[config.mk]
export PLATFORM = sky130hd
export DESIGN_NAME = pmcs_clock_sleep
export DESIGN_NICKNAME = d
export VERILOG_FILES = /design/src/common/pmcs_pkg.sv /design/src/core/pmcs_clock_sleep.sv
export SDC_FILE = /design/constraint.sdc
export NUM_CORES = 1
export LEC_CHECK = 0
export ABC_CLOCK_PERIOD_IN_PS = 5200
export BUFFER_PORTS_ARGS = -buffer_cell sky130_fd_sc_hd__buf_4
export CORE_AREA = 10 10 197 199
export DETAILED_ROUTE_END_ITERATION = 8
export DIE_AREA = 0 0 207 209
export PLACE_DENSITY = 0.56
export SLEW_MARGIN = 25
export SYNTH_ARGS = -nofsm -noshare
export SYNTH_HDL_FRONTEND = slang
export SYNTH_SLANG_ARGS = --single-unit
[constraint.sdc]
create_clock -name mclk -period 5.2 [get_ports mclk]
set_input_delay 1.04 -clock mclk [delete_from_list [all_inputs] [get_ports mclk]]
set_output_delay 1.04 -clock mclk [all_outputs]
set_load 0.005 [all_outputs]
[src/common/pmcs_pkg.sv]
// Constants and carrier types of the power manager clock and sleep controller
package pmcs_pkg;

  // Register indices; the byte address is four times the index
  localparam logic [5:0] OFF_CONTROL      = 6'h00;
  localparam logic [5:0] OFF_SLEEP_CONFIG = 6'h01;
  localparam logic [5:0] OFF_CORE_DIV     = 6'h08;
  localparam logic [5:0] OFF_PERIPH_A_DIV = 6'h09;
  localparam logic [5:0] OFF_PERIPH_B_DIV = 6'h0A;
  localparam logic [5:0] OFF_PERIPH_C_DIV = 6'h0B;
  localparam logic [5:0] OFF_FAST_GATES   = 6'h14;
  localparam logic [5:0] OFF_PA_GATES     = 6'h18;
  localparam logic [5:0] OFF_PB_GATES     = 6'h1C;
  localparam logic [5:0] OFF_PC_GATES     = 6'h20;
  localparam logic [5:0] OFF_IRQ_EN_CLR   = 6'h34;
  localparam logic [5:0] OFF_IRQ_EN_SET   = 6'h35;
  localparam logic [5:0] OFF_IRQ_FLAGS    = 6'h36;
  localparam logic [5:0] OFF_RESET_CAUSE  = 6'h38;

  // Field positions
  localparam int CLOCK_READY_BIT  = 0;
  localparam int CAUSE_POR_BIT    = 0;
  localparam int CAUSE_CORE_BIT   = 1;
  localparam int CAUSE_SUPPLY_BIT = 2;
  localparam int CAUSE_EXT_BIT    = 4;
  localparam int CAUSE_WDT_BIT    = 5;
  localparam int CAUSE_SW_BIT     = 6;

  // Idle depth codes
  localparam logic [1:0] DEPTH_CORE   = 2'h0;
  localparam logic [1:0] DEPTH_FAST   = 2'h1;
  localparam logic [1:0] DEPTH_PERIPH = 2'h2;

  // Implemented gate bits, which are also their reset values
  localparam logic [31:0] GATES_FAST_IMPL = 32'h0000003F;
  localparam logic [31:0] GATES_PA_IMPL   = 32'h0000007F;
  localparam logic [31:0] GATES_PB_IMPL   = 32'h0000001F;
  localparam logic [31:0] GATES_PC_IMPL   = 32'h000FFFFF;

  // Reset values
  localparam logic [1:0] RST_SLEEP_DEPTH = 2'h0;
  localparam logic [2:0] RST_DIV_SEL     = 3'h0;

  // Reset cause capture timing
  localparam logic [1:0] CAPTURE_AT   = 2'h2;
  localparam logic [1:0] CAPTURE_DONE = 2'h3;

  typedef enum logic {PMCS_ACTIVE, PMCS_IDLE} pmcs_mode_t;

  // Avalon-MM request and answer
  typedef struct packed {
    logic [5:0]  address;
    logic        read;
    logic        write;
    logic [31:0] writedata;
    logic [3:0]  byteenable;
  } pmcs_bus_req_t;

  typedef struct packed {
    logic [31:0] readdata;
    logic        waitrequest;
  } pmcs_bus_rsp_t;

  // Write locks from the access protection unit
  typedef struct packed {
    logic sleepCfg;
    logic coreSel;
    logic periphASel;
    logic periphBSel;
    logic periphCSel;
    logic fastGates;
    logic periphAGates;
    logic periphBGates;
    logic periphCGates;
  } pmcs_lock_t;

  // Clock enables and per-module gates toward the clock domains
  typedef struct packed {
    logic        coreTick;
    logic        fastTick;
    logic        periphATick;
    logic        periphBTick;
    logic        periphCTick;
    logic [31:0] fastGates;
    logic [31:0] periphAGates;
    logic [31:0] periphBGates;
    logic [31:0] periphCGates;
  } pmcs_clk_out_t;

  typedef struct packed {
    pmcs_mode_t    mode;
    logic [1:0]    sleepDepth;
    logic [2:0]    coreDiv;
    logic [2:0]    divA;
    logic [2:0]    divB;
    logic [2:0]    divC;
    logic [31:0]   gateFast;
    logic [31:0]   gateA;
    logic [31:0]   gateB;
    logic [31:0]   gateC;
    logic          irqEnable;
    logic          irqFlag;
    logic          irqOut;
    logic [7:0]    cause;
    logic [5:0]    causeSync1;
    logic [5:0]    causeSync2;
    logic [1:0]    captureCnt;
    logic [6:0]    divCnt;
    logic          ack;
    logic [31:0]   rdata;
    pmcs_clk_out_t clk;
  } pmcs_state_t;

  localparam pmcs_state_t PMCS_STATE_RESET = '{
    mode: PMCS_ACTIVE, sleepDepth: RST_SLEEP_DEPTH, coreDiv: RST_DIV_SEL,
    divA: RST_DIV_SEL, divB: RST_DIV_SEL, divC: RST_DIV_SEL,
    gateFast: GATES_FAST_IMPL, gateA: GATES_PA_IMPL, gateB: GATES_PB_IMPL,
    gateC: GATES_PC_IMPL, irqEnable: 1'b0, irqFlag: 1'b0, irqOut: 1'b0,
    cause: 8'h00, causeSync1: 6'h00, causeSync2: 6'h00, captureCnt: 2'h0,
    divCnt: 7'h00, ack: 1'b0, rdata: 32'h00000000,
    clk: '{coreTick: 1'b0, fastTick: 1'b0, periphATick: 1'b0, periphBTick: 1'b0,
           periphCTick: 1'b0, fastGates: 32'h00000000, periphAGates: 32'h00000000,
           periphBGates: 32'h00000000, periphCGates: 32'h00000000}};

endpackage

[src/core/pmcs_clock_sleep.sv]
// Power manager clock prescalers, idle sleep, clock gates, interrupt and reset cause
// Function
// - Idle depth at sleep bits 1:0; code 0 stops only the core clock domain.
// - Code 1 stops core and fast system bus clock domains.
// - Code 2 also stops the peripheral bus domains; code 3 is reserved.
// - Core divider field n divides the main clock by 2 to the n.
// - First peripheral divider field divides its bus clock by 2 to the n.
// - Second peripheral divider field divides its bus clock by 2 to the n.
// - Third peripheral divider field divides its bus clock by 2 to the n.
// - Byte, halfword and word accesses work on every byte lane.
// - The protection unit can write-lock each protected register.
// - Sleep configuration reads zero after reset.
// - Core divider reads zero after reset, main clock undivided.
// - Gate bit clear stops a module clock, set runs it; reset runs.
// - Clock-ready flag sets on event; irq while flag and enable; write-one controls.
//
// The Avalon-MM interface to the registers is this design's own decision.
`timescale 1ns/1ps
module pmcs_clock_sleep
  import pmcs_pkg::*;
(
  input  wire logic          mclk,
  input  wire logic          rst_b,
  input  wire pmcs_bus_req_t busReq,
  output pmcs_bus_rsp_t      busRsp,
  input  wire pmcs_lock_t    protectLock,
  input  wire logic          sleepReq,
  input  wire logic          deepSleepSelect,
  input  wire logic          wakeReq,
  input  wire logic          clockReadyEvent,
  input  wire logic [5:0]    resetCauseIn,
  output pmcs_clk_out_t      clkOut,
  output logic               irq
);

  pmcs_state_t s_reg;
  pmcs_state_t s_next;
  logic        busActive;
  logic        wrTake;
  logic        lane0;
  logic        clearFlag;
  logic        idleNow;
  logic        coreRun;
  logic        fastRun;
  logic        periphRun;
  logic [31:0] rdVal;

  // Tick when the low n bits of the shared counter are zero: rate is 1 / 2^n
  function automatic logic divTick(input logic [6:0] cnt, input logic [2:0] sel);
    logic [7:0] span;
    span = 8'h01 << sel;
    return (cnt & (span[6:0] - 7'h01)) == 7'h00;
  endfunction

  // Byte-lane merge for the 32-bit gate registers
  function automatic logic [31:0] mergeBytes(input logic [31:0] old,
                                             input logic [31:0] wd,
                                             input logic [3:0]  be,
                                             input logic [31:0] impl);
    logic [31:0] res;
    res = old;
    for (int i = 0; i < 4; i++) begin
      if (be[i]) begin
        res[i*8 +: 8] = wd[i*8 +: 8];
      end
    end
    return res & impl;
  endfunction

  // Read multiplexer; unmapped and reserved read zero
  always_comb begin
    rdVal = 32'h00000000;
    case (busReq.address)
      OFF_SLEEP_CONFIG: rdVal = {30'h00000000, s_reg.sleepDepth};
      OFF_CORE_DIV:     rdVal = {29'h00000000, s_reg.coreDiv};
      OFF_PERIPH_A_DIV: rdVal = {29'h00000000, s_reg.divA};
      OFF_PERIPH_B_DIV: rdVal = {29'h00000000, s_reg.divB};
      OFF_PERIPH_C_DIV: rdVal = {29'h00000000, s_reg.divC};
      OFF_FAST_GATES:   rdVal = s_reg.gateFast;
      OFF_PA_GATES:     rdVal = s_reg.gateA;
      OFF_PB_GATES:     rdVal = s_reg.gateB;
      OFF_PC_GATES:     rdVal = s_reg.gateC;
      OFF_IRQ_EN_CLR:   rdVal = {31'h00000000, s_reg.irqEnable};
      OFF_IRQ_EN_SET:   rdVal = {31'h00000000, s_reg.irqEnable};
      OFF_IRQ_FLAGS:    rdVal = {31'h00000000, s_reg.irqFlag};
      OFF_RESET_CAUSE:  rdVal = {24'h000000, s_reg.cause};
      default:          rdVal = 32'h00000000;
    endcase
  end

  // Next state of the whole block
  always_comb begin
    s_next    = s_reg;
    busActive = busReq.read | busReq.write;
    wrTake    = busReq.write & s_reg.ack;
    lane0     = busReq.byteenable[0];
    clearFlag = 1'b0;

    // One wait cycle, then the answer
    s_next.ack = busActive & ~s_reg.ack;
    if (busReq.read && !s_reg.ack) begin
      s_next.rdata = rdVal;
    end

    // Register writes, taken at the edge where waitrequest is seen low
    if (wrTake) begin
      case (busReq.address)
        OFF_SLEEP_CONFIG: begin
          if (lane0 && !protectLock.sleepCfg) begin
            s_next.sleepDepth = busReq.writedata[1:0];
          end
        end
        OFF_CORE_DIV: begin
          if (lane0 && !protectLock.coreSel) begin
            s_next.coreDiv = busReq.writedata[2:0];
          end
        end
        OFF_PERIPH_A_DIV: begin
          if (lane0 && !protectLock.periphASel) begin
            s_next.divA = busReq.writedata[2:0];
          end
        end
        OFF_PERIPH_B_DIV: begin
          if (lane0 && !protectLock.periphBSel) begin
            s_next.divB = busReq.writedata[2:0];
          end
        end
        OFF_PERIPH_C_DIV: begin
          if (lane0 && !protectLock.periphCSel) begin
            s_next.divC = busReq.writedata[2:0];
          end
        end
        OFF_FAST_GATES: begin
          if (!protectLock.fastGates) begin
            s_next.gateFast = mergeBytes(s_reg.gateFast, busReq.writedata,
                                         busReq.byteenable, GATES_FAST_IMPL);
          end
        end
        OFF_PA_GATES: begin
          if (!protectLock.periphAGates) begin
            s_next.gateA = mergeBytes(s_reg.gateA, busReq.writedata,
                                      busReq.byteenable, GATES_PA_IMPL);
          end
        end
        OFF_PB_GATES: begin
          if (!protectLock.periphBGates) begin
            s_next.gateB = mergeBytes(s_reg.gateB, busReq.writedata,
                                      busReq.byteenable, GATES_PB_IMPL);
          end
        end
        OFF_PC_GATES: begin
          if (!protectLock.periphCGates) begin
            s_next.gateC = mergeBytes(s_reg.gateC, busReq.writedata,
                                      busReq.byteenable, GATES_PC_IMPL);
          end
        end
        OFF_IRQ_EN_CLR: begin
          if (lane0 && busReq.writedata[CLOCK_READY_BIT]) begin
            s_next.irqEnable = 1'b0;
          end
        end
        OFF_IRQ_EN_SET: begin
          if (lane0 && busReq.writedata[CLOCK_READY_BIT]) begin
            s_next.irqEnable = 1'b1;
          end
        end
        OFF_IRQ_FLAGS: begin
          clearFlag = lane0 & busReq.writedata[CLOCK_READY_BIT];
        end
        default: ;
      endcase
    end

    // Sticky flag; an event in the clearing cycle wins
    s_next.irqFlag = (s_reg.irqFlag & ~clearFlag) | clockReadyEvent;
    s_next.irqOut  = s_next.irqFlag & s_next.irqEnable;

    // Idle sleep entry on wait-for-interrupt with deep sleep cleared
    case (s_reg.mode)
      PMCS_ACTIVE: begin
        if (sleepReq && !deepSleepSelect) begin
          s_next.mode = PMCS_IDLE;
        end
      end
      PMCS_IDLE: begin
        if (wakeReq) begin
          s_next.mode = PMCS_ACTIVE;
        end
      end
      default: s_next.mode = PMCS_ACTIVE;
    endcase

    // Domains stopped by idle depth; reserved code acts as the deepest
    idleNow   = s_next.mode == PMCS_IDLE;
    coreRun   = ~idleNow;
    fastRun   = ~(idleNow && s_reg.sleepDepth != DEPTH_CORE);
    periphRun = ~(idleNow && s_reg.sleepDepth >= DEPTH_PERIPH);

    // Prescalers share one free counter of the main clock
    s_next.divCnt          = s_reg.divCnt + 7'h01;
    s_next.clk.coreTick    = coreRun & divTick(s_reg.divCnt, s_reg.coreDiv);
    s_next.clk.fastTick    = fastRun & divTick(s_reg.divCnt, s_reg.coreDiv);
    s_next.clk.periphATick = periphRun & divTick(s_reg.divCnt, s_reg.divA);
    s_next.clk.periphBTick = periphRun & divTick(s_reg.divCnt, s_reg.divB);
    s_next.clk.periphCTick = periphRun & divTick(s_reg.divCnt, s_reg.divC);

    // Module gates: mask bit set runs the module unless its domain sleeps
    s_next.clk.fastGates    = fastRun ? s_next.gateFast : 32'h00000000;
    s_next.clk.periphAGates = periphRun ? s_next.gateA : 32'h00000000;
    s_next.clk.periphBGates = periphRun ? s_next.gateB : 32'h00000000;
    s_next.clk.periphCGates = periphRun ? s_next.gateC : 32'h00000000;

    // Reset cause: two-stage synchroniser, caught once after release
    s_next.causeSync1 = resetCauseIn;
    s_next.causeSync2 = s_reg.causeSync1;
    if (s_reg.captureCnt != CAPTURE_DONE) begin
      s_next.captureCnt = s_reg.captureCnt + 2'h1;
    end
    if (s_reg.captureCnt == CAPTURE_AT) begin
      s_next.cause                   = 8'h00;
      s_next.cause[CAUSE_POR_BIT]    = s_reg.causeSync2[0];
      s_next.cause[CAUSE_CORE_BIT]   = s_reg.causeSync2[1];
      s_next.cause[CAUSE_SUPPLY_BIT] = s_reg.causeSync2[2];
      s_next.cause[CAUSE_EXT_BIT]    = s_reg.causeSync2[3];
      s_next.cause[CAUSE_WDT_BIT]    = s_reg.causeSync2[4];
      s_next.cause[CAUSE_SW_BIT]     = s_reg.causeSync2[5];
    end
  end

  // State register
  always_ff @(posedge mclk or negedge rst_b) begin
    if (!rst_b) begin
      s_reg <= PMCS_STATE_RESET;
    end else begin
      s_reg <= s_next;
    end
  end

  // Outputs
  assign busRsp.readdata    = s_reg.rdata;
  assign busRsp.waitrequest = (busReq.read | busReq.write) & ~s_reg.ack;
  assign clkOut             = s_reg.clk;
  assign irq                = s_reg.irqOut;

endmodule

==> results of run 1 <==
-- cells in the final DEF (no fill, tap or decap), types with 5 or more instances in the layout --
cell type,n
nor3_1,5
mux2_2,48
a221oi_1,6
a21oi_1,72
nand3_1,14
a21boi_0,29
a222oi_1,29
o21ai_0,9
nand2b_1,5
and3_1,5
clkbuf_16,38
dfstp_2,38
clkbuf_8,5
nor2_4,6
dfrtp_1,301
buf_4,229
and2_1,91
xnor2_1,5
clkbuf_1,11
inv_1,7
nor2_1,58
mux2i_1,8
nor2b_1,91
ha_1,7
nand2_1,36
-- final timing paths --
check	to	slack, ps	cells after the start
min in group asynchronous	clkOut[80]	610	1
max in group asynchronous	s_reg[201]	3390	2
max reg2reg	clkOut[69]	2660	6
max	clkOut[69]	2290	7
min reg2reg	s_reg[176]	350	0
min	s_reg[176]	350	0
-- cells by family after synthesis --
group	Yosys count	synth area share (%)
compound gates	181	8.90
xor+xnor	9	0.561
fa+ha+maj	7	0.623
buf+inv	234	10.7
flops	339	60.7
mux	59	4.65
simple gates	340	13.8
-- area by class of cell --
cell class | count | area (µm²)
clock inverters | 11 | 156
fillers | 3255 | 18800
multi-input cells | 596 | 4090
inverters | 7 | 26.3
repair buffers | 235 | 1860
clock buffers | 54 | 1060
well taps | 461 | 577
flip-flops and latches | 339 | 8530
-- layer usage --
layer,vias to the layer above,part of all wire [%],global-route usage [%]
met4,0,2.3,4.73
li1,3895,-,-
met2,252,47,26.6
met3,54,6.6,4.41
met1,4281,44,21.9
met5,-,0,0
-- critical path, stage by stage --
cell      delay, ps
buf_4           170
or4b_4          580
nor4_4          140
buf_4           460
nand2_2         280
mux2_2          300
a21boi_0        310
-- power by group --
group / total, mW / switching (mW) / internal (mW)
Sequential: 2.78 / 0.0523 / 2.72
Combinational: 0.382 / 0.215 / 0.166
Clock: 2.63 / 1.06 / 1.58
Total: 5.79 / 1.33 / 4.46
==> flow_summary.yaml, run 1 <==
sta:
  worst_slew_pin_slew_ps: 984
  maxSlewHeadroom_pct: 34.4
  hold_viol_final: 0
  drv_slew: 0
  setup_tns_ps: 0
  period_share_pct: 56.0
  finalSetupViolations: 0
  worst_slack_ps: 2290
  finalClockSkew_ps: 11.2
  min_period_ps: 2910
  max_freq_mhz: 343
  whs_ps: 345
  rsz0062_at_grt: "false"
logic_synthesis:
  ys_seq_area_share_pct: 60.7
  avgSynthCellArea_um2: 12.0
  synth_top_area_share_pct: 53.6
  synth_most_common_cell: "dfrtp_1"
  synth_flop_cell: "dfrtp_1"
  syn-num-nets: 1241
  syn_inst: 1169
  ys_warn_count: 0
  synthArstFlopShare_pct: 100
  yosys-top-cells-area: "dfrtp_1, buf_4, dfstp_2, nor2b_1, and2_1"
  synth.distinct_cells: 59
  synthTopCellsByCount: "dfrtp_1, buf_4, nor2b_1"
  synth_area_um2: 14100
  synth_largest_area_cell: "dfrtp_1"
  synth-seq-cells: 339
  synth_edf_count: 0
global_route:
  grt_pass1_wl_um: 57000
  antenna_found_initial: 0
  grt_use_total_pct: 16.7
  first_global_vias: 9001
  grt_max_degree: 123
  overflow: 0
clocking:
  clockBufferDepth: 3
  clk_pin_slew_worst_paths_ps: 60
  cts_setup_buffers: 0
  cts_tree: "done"
  cts_root_buffer: "clkbuf_16"
  ctsHoldBuffers: 0
  htreeDepth: 2
  numCtsBuffers: 38
  clk_latency_ps: 520
  cts_resized: 0
  cts_sinks: 339
floorplan:
  die_x_um: 207
  io_pins: 232
  fp-row-count: 69
  die_area_um2: 43300
  initial_core_util_pct: 40.1
  core_um2: 35100
  dieHeight_um: 209
placed_design:
  dp_hpwl_um: 24200
  numPortBuffers: 218
  dpl.cell_count: 1638
  pre_cts_ws_ps: 1810
  placed_cell_area_um2: 15100
  globalplace.congestion: 0.842
drt:
  dr.pass1.iters: 6
  drc_errors: 0
  drt_iter0_drc: 565
  viasPerCell: 4.98
  wl_um: 36800
  drt-wirelength-per-cell_um: 21.6
  ant_nets: 0
  vias: 8482
worst_setup_path:
  cp.arrival_ps: 3300
  r2r-start: "s_reg[165]"
  cp_data_required_time_ps: 5590
  cp-startpoint: "busReq[38]"
  criticalPathCategory: "primary input to flop"
  path_max_fanout: 27
  start_kind: "primary input"
  cp-end-kind: "flop"
min_path:
  hold_path_startpoint: "s_next[176]"
  hp-class: "flop to flop"
finish:
  syn2layout_area_growth_pct: 15.9
  stdcell_area_um2: 16300
  drive_gt1_share_pct: 32.1
  layoutNonFillerInstCount: 1703
  nets: 1289
  diodes: 0
  fin_util_pct: 46.5
  largest_register_ffs: 167
power_and_ir_drop:
  totalPowerFinal_mw: 5.79
  p_leak_nw: 7.99
  power_density_nw_per_um2: 355
  ir_drop_v: 0.000216
flow_run:
  drv_cap: 0
run_status:
  status: "finished clean"
(Power assumes the default switching activity.)
==> run 2: changes to the inputs <==
--- a/config.mk
+++ b/config.mk
@@ -5,12 +5,13 @@
 export SDC_FILE = /design/constraint.sdc
 export NUM_CORES = 1
 export LEC_CHECK = 0
-export ABC_CLOCK_PERIOD_IN_PS = 5200
+export ABC_AREA = 1
+export ABC_CLOCK_PERIOD_IN_PS = 2800
 export BUFFER_PORTS_ARGS = -buffer_cell sky130_fd_sc_hd__buf_4
-export CORE_AREA = 10 10 197 199
+export CORE_AREA = 10 10 199 201
 export DETAILED_ROUTE_END_ITERATION = 8
-export DIE_AREA = 0 0 207 209
-export PLACE_DENSITY = 0.56
+export DIE_AREA = 0 0 209 211
+export PLACE_DENSITY = 0.57
 export SLEW_MARGIN = 25
 export SYNTH_ARGS = -nofsm -noshare
 export SYNTH_HDL_FRONTEND = slang
==> constraint.sdc (replaced) <==
create_clock -name mclk -period 2.8 [get_ports mclk]
set_input_delay 0.56 -clock mclk [delete_from_list [all_inputs] [get_ports mclk]]
set_output_delay 0.56 -clock mclk [all_outputs]
set_load 0.005 [all_outputs]
==> run 2 against run 1 <==
Count of clock-buffer cells in the layout is 1 higher. Register-to-register slack worse by 1800 ps. Worst setup slack worse by 1400 ps. Clock power is 84% higher. Global-route usage is 0.43 points higher. Combinational power grew to 2.7 times the previous value. Wire length is 2.9% higher. Final cell count is 21% higher. Die area is 1.9% higher. First-iteration DRC count is 27% higher. Highest routed layer unchanged. Synthesized area is 2.6% higher.
==> flow_summary.yaml, run 2 <==
flow_run:
  drv_cap: 0
logic_synthesis:
  synth_largest_area_cell: "dfrtp_1"
  synthTopCellsByCount: "dfrtp_1, nand2_1, buf_4"
  synth_mux_area_share_pct: 0.156
  synth_top_family_by_area: "simple AND/OR/NAND/NOR gates"
  synth_flop_cell: "dfrtp_1"
  synth_compound_area_share_pct: 6.22
  syn-num-nets: 1588
  synth_top_area_share_pct: 52.2
  ys_seq_area_share_pct: 59.2
  syn_inst: 1516
  synth_most_common_cell: "dfrtp_1"
  ys_warn_count: 0
  synth_area_um2: 14400
  synth.distinct_cells: 36
  synthSimpleGateAreaFrac_pct: 18.9
  synthArstFlopShare_pct: 100
  synth_fa_ha_area_share_pct: 0.607
  yosys-top-cells-area: "dfrtp_1, buf_4, nand2_1, dfstp_2, inv_1"
  synth-xor-area-share_pct: 0.364
  synth_edf_count: 0
  avgSynthCellArea_um2: 9.51
  synth-seq-cells: 339
sta:
  period_share_pct: 69.7
  finalClockSkew_ps: 18.6
  worst_slew_pin_slew_ps: 710
  drv_slew: 0
  finalSetupViolations: 0
  maxSlewHeadroom_pct: 52.6
  min_period_ps: 1950
  max_freq_mhz: 513
  rsz0062_at_grt: "false"
  setup_tns_ps: 0
  hold_viol_final: 0
  worst_slack_ps: 849
worst_setup_path:
  critical-path-top-delay-family: "simple AND/OR/NAND/NOR gates"
  worstPathCellList: "nand2_1 -> nor2_1 -> nand2_4 -> inv_2 -> nor3_1"
  cp_data_required_time_ps: 3190
  path_max_fanout: 24
  path_depth: 5
  criticalPathCategory: "flop to flop"
  start_kind: "flop"
  rr_worst_depth: 5
  cp.arrival_ps: 2350
  slowest_delay_ps: 430
  crit_buf_inv: 1
  cp-end-kind: "flop"
  slowest_stage: "nand2_1"
global_route:
  grt_use_total_pct: 17.1
  first_global_vias: 10436
  overflow: 0
  antenna_found_initial: 0
  grt_pass1_wl_um: 60100
  grt_max_degree: 77
clocking:
  cts_tree: "done"
  htreeDepth: 2
  cts_setup_buffers: 0
  cts_resized: 0
  numCtsBuffers: 38
  clk_latency_ps: 520
  clk_pin_slew_worst_paths_ps: 60
  clockBufferDepth: 3
  cts_root_buffer: "clkbuf_16"
  cts_sinks: 339
placed_design:
  pre_cts_ws_ps: 516
  dp_hpwl_um: 26000
  globalplace.congestion: 0.886
  numPortBuffers: 218
finish:
  nets: 1647
  layout_common_cells: "dfrtp_1, nand2_1, buf_4, inv_1, nor2_1"
  diodes: 0
  syn2layout_area_growth_pct: 15.6
  mostFrequentLayoutCell: "dfrtp_1"
  largest_register_ffs: 167
  drive_gt1_share_pct: 23.4
floorplan:
  core_um2: 35400
  dieHeight_um: 211
  die_area_um2: 44100
  fp-row-count: 69
  initial_core_util_pct: 40.7
  die_x_um: 209
  io_pins: 232
min_path:
  hp-class: "primary input to flop"
  min_path_cells: 1
drt:
  drt-wirelength-per-cell_um: 18.3
  ant_nets: 0
  drc_errors: 0
  vias: 10013
  viasPerCell: 4.85
  wl_um: 37900
  dr.pass1.iters: 5
  drt_iter0_drc: 718
run_status:
  status: "finished clean"
power_and_ir_drop:
  p_leak_nw: 8.29
  power_density_nw_per_um2: 675
  ir_drop_v: 0.000409
==> run 2: changes by cell type after synthesis, moves of 29 or more <==
cell / delta
and2_1: -91
a222oi_1: -29
nand3_1: +39
nor2_1: +66
nor2b_1: -92
a21oi_1: -31
mux2_2: -46
o21ai_0: +88
nor3_1: +93
inv_1: +143
nand2_1: +259
==> run 2: routing by layer <==
metal  track usage (%)  part of all wire, %  vias up
met1              23.2                   45     4887
met3              3.46                  6.7       47
li1                  -                    -     4750
met2              27.7                   47      329
met4              3.77                  1.6        0
met5                 0                    0        -
==> run 2: metrics by stage <==
stage	total power [mW]	hold slack, ps	utilization (%)	area, µm²	cells
2_1_floorplan	6.08	264	-	14400	1516
3_3_place_gp	6.51	333	43.6	15400	1995
3_5_place_dp	6.53	336	43.6	15400	1995
4_1_cts	11.4	132	47.1	16700	2066
5_1_grt	11.8	125	47.1	16700	2066
6_report	11.3	155	47.1	16700	2066
==> run 2: what timing repair did <==
| action | in CTS | in global routing |
|---|---|---|
| setup endpoints to repair | 0 | 0 |
| hold buffers | 1 | 0 |
| endpoints found under the hold margin | 48 | 0 |
==> run 2: area by class of cell <==
type	instances	area [µm²]
clock buffers	55	1140
clock inverters	15	101
fillers	3382	18700
inverters	161	611
multi-input cells	798	3810
flip-flops and latches	339	8530
well taps	461	577
repair buffers	237	1910
==> run 2: path summary, 6_finish.rpt <==
kind                                       from  slack, ps     endpoint
worst min-delay path            resetCauseIn[0]        150  s_next[175]
worst min register to register      s_next[177]        350   s_reg[177]
worst max register to register       s_reg[165]        850   clkOut[22]
max in group asynchronous                 rst_b       1450   s_reg[299]
min in group asynchronous                 rst_b        570   clkOut[57]
worst max-delay path                 s_reg[165]        850   clkOut[22]
==> run 2: power by group <==
| part | internal [mW] | switching, mW | leakage (nW) |
|---|---|---|---|
| combinational | 0.453 | 0.582 | 4.03 |
| sequential | 5.24 | 0.143 | 3.64 |
| clock | 2.84 | 2.00 | 0.626 |
| total | 8.54 | 2.72 | 8.29 |
==> run 2: cells by family after synthesis <==
kind of cell | after synthesis
AO/OA/AOI/OAI | 169
XOR/XNOR | 6
adder cells (fa/ha/maj) | 7
buffers and inverters | 379
flip-flops | 339
multiplexers | 2
AND/OR/NAND/NOR | 614
==> run 3: changes to the inputs <==
--- a/config.mk
+++ b/config.mk
@@ -6,7 +6,7 @@
 export NUM_CORES = 1
 export LEC_CHECK = 0
 export ABC_AREA = 1
-export ABC_CLOCK_PERIOD_IN_PS = 2800
+export ABC_CLOCK_PERIOD_IN_PS = 2000
 export BUFFER_PORTS_ARGS = -buffer_cell sky130_fd_sc_hd__buf_4
 export CORE_AREA = 10 10 199 201
 export DETAILED_ROUTE_END_ITERATION = 8
==> constraint.sdc (replaced) <==
create_clock -name mclk -period 2 [get_ports mclk]
set_input_delay 0.4 -clock mclk [delete_from_list [all_inputs] [get_ports mclk]]
set_output_delay 0.4 -clock mclk [all_outputs]
set_load 0.005 [all_outputs]
==> run 3 against run 2 <==
Maximum frequency grew 13%. Core utilization is 1.0 points higher. Clock power is 51% higher. Sequential power rose by 40%. Worst setup slack got worse by 580 ps. Clock skew grew 2.9 ps. First-iteration DRC count is 3.3% lower. Count of clock-buffer cells in the layout fell by 4. Via count grew 1.1%. Design area rose by 2.2%. Die area stayed put. Non-clock buffer count up 25. Critical path type unchanged. Critical endpoint is now clkOut[3]. Largest power group unchanged. Highest routed layer unchanged.
==> flow_summary.yaml, run 3 (synthesis gave the netlist of run 2 again) <==
finish:
  syn2layout_area_growth_pct: 18.2
  layout_common_cells: "dfrtp_1, nand2_1, buf_4, inv_1, nor2_1"
  mostFrequentLayoutCell: "dfrtp_1"
  num-fill-cells: 3310
  largest_register_ffs: 167
  diodes: 0
  drive_gt1_share_pct: 24.3
  nets: 1673
worst_setup_path:
  cp.arrival_ps: 2160
  path_max_fanout: 5
  start_kind: "flop"
  cp-end-kind: "flop"
  r2r-end: "clkOut[3]"
  worstPathCellList: "nand2_1 -> nor2_1 -> nand2_4 -> nor2_8 -> buf_4 -> nand2_1 -> a21oi_1"
  rrSetupSlack_ps: 270
  path_depth: 7
  slowest_stage: "dfrtp_1"
  crit_buf_inv: 1
  cp_data_required_time_ps: 2430
  rr_worst_depth: 7
  r2r-start: "s_reg[165]"
  crit_top_cell: "nand2_1"
  critical-path-top-delay-family: "simple AND/OR/NAND/NOR gates"
  slowest_delay_ps: 400
  cp-startpoint: "s_reg[165]"
  worstSetupEndpoint: "clkOut[3]"
  criticalPathCategory: "flop to flop"
clocking:
  cts_sinks: 339
  cts_tree: "done"
  clk_latency_ps: 540
  numCtsBuffers: 39
  cts_root_buffer: "clkbuf_16"
  clk_pin_slew_worst_paths_ps: 50
  htreeDepth: 2
  clockBufferDepth: 3
placed_design:
  globalplace.congestion: 0.866
  pre_cts_ws_ps: 125
  dp_hpwl_um: 26800
  numPortBuffers: 218
sta:
  setup_tns_ps: 0
  worst_slack_ps: 269
  drv_slew: 0
  finalClockSkew_ps: 21.5
  hold_viol_final: 0
  whs_ps: 75.0
  finalSetupViolations: 0
  rsz0062_at_grt: "false"
  max_freq_mhz: 578
  period_share_pct: 86.6
  min_period_ps: 1730
  maxSlewHeadroom_pct: 62.1
  worst_slew_pin_slew_ps: 565
power_and_ir_drop:
  power_density_nw_per_um2: 958
  ir_drop_v: 0.000660
  p_leak_nw: 8.46
global_route:
  grt_pass1_wl_um: 60300
  grt_max_degree: 64
  first_global_vias: 10393
  antenna_found_initial: 0
  grt_use_total_pct: 17.1
  overflow: 0
flow_run:
  drv_cap: 0
drt:
  drt_iter0_drc: 694
  vias: 10126
  wl_um: 38100
  dr.pass1.iters: 5
  drt-wirelength-per-cell_um: 18.2
  ant_nets: 0
  drc_errors: 0
  viasPerCell: 4.84
floorplan:
  fp-row-count: 69
  dieHeight_um: 211
  core_um2: 35400
  initial_core_util_pct: 40.7
  die_x_um: 209
  die_area_um2: 44100
  io_pins: 232
min_path:
  hp-class: "primary input to flop"
run_status:
  status: "finished clean"
## run 3: how the worst min path moves through the flow
stage / startpoint / end / slack [ps] / depth (start not counted)
6_report: clockReadyEvent / s_reg[196] / 70 / 3
5_1_grt: clockReadyEvent / s_reg[196] / 70 / 3
4_1_cts: clockReadyEvent / s_reg[196] / 50 / 3
3_5_place_dp: rst_b / clkOut[22] / 320 / 1
3_3_place_gp: rst_b / clkOut[22] / 320 / 1
2_1_floorplan: rst_b / busRsp[10] / 100 / 0
## run 3: tightest hold or removal path, cell delays in order
cell and delay (ps):
buf_4 80, inv_1 40, nand2_1 50
## run 3: per-layer routing
metal | GRT usage, % | routed length [µm]
met1 | 22.9 | 17000
met2 | 27.8 | 18000
met3 | 4.14 | 2520
met4 | 3.55 | 563
met5 | 0 | 0
## run 3: final cells by class
class,count,area (µm²),share of cell area [%]
repair buffers,262,2180,12.8
flip-flops and latches,339,8530,50.0
multi-input cells,798,3810,22.3
well taps,461,577,3.38
clock inverters,21,241,1.42
inverters,161,611,3.58
clock buffers,51,1100,6.47
## run 3: power by group
group          leakage [nW]  switching, mW  internal, mW
Combinational          4.17          0.818         0.654
Clock                 0.655           2.90          4.44
Sequential             3.64          0.192          7.34
Total                  8.46           3.91          12.4
## run 3: what timing repair did
item | 4_1_cts | 5_1_grt
setup buffers | 0 | 0
hold endpoints to repair | 36 | 0
hold buffers | 7 | 0
gates resized for setup | 0 | 0
## run 3: stage by stage
| stage | utilization [%] | instances | total power, mW | area, µm² |
|---|---|---|---|---|
| 2_1_floorplan | - | 1516 | 8.51 | 14400 |
| 3_3_place_gp | 44.2 | 2014 | 9.12 | 15600 |
| 3_5_place_dp | 44.2 | 2014 | 9.15 | 15600 |
| 4_1_cts | 48.2 | 2093 | 16.6 | 17000 |
| 5_1_grt | 48.2 | 2093 | 17.0 | 17000 |
| 6_report | 48.2 | 2093 | 16.3 | 17000 |
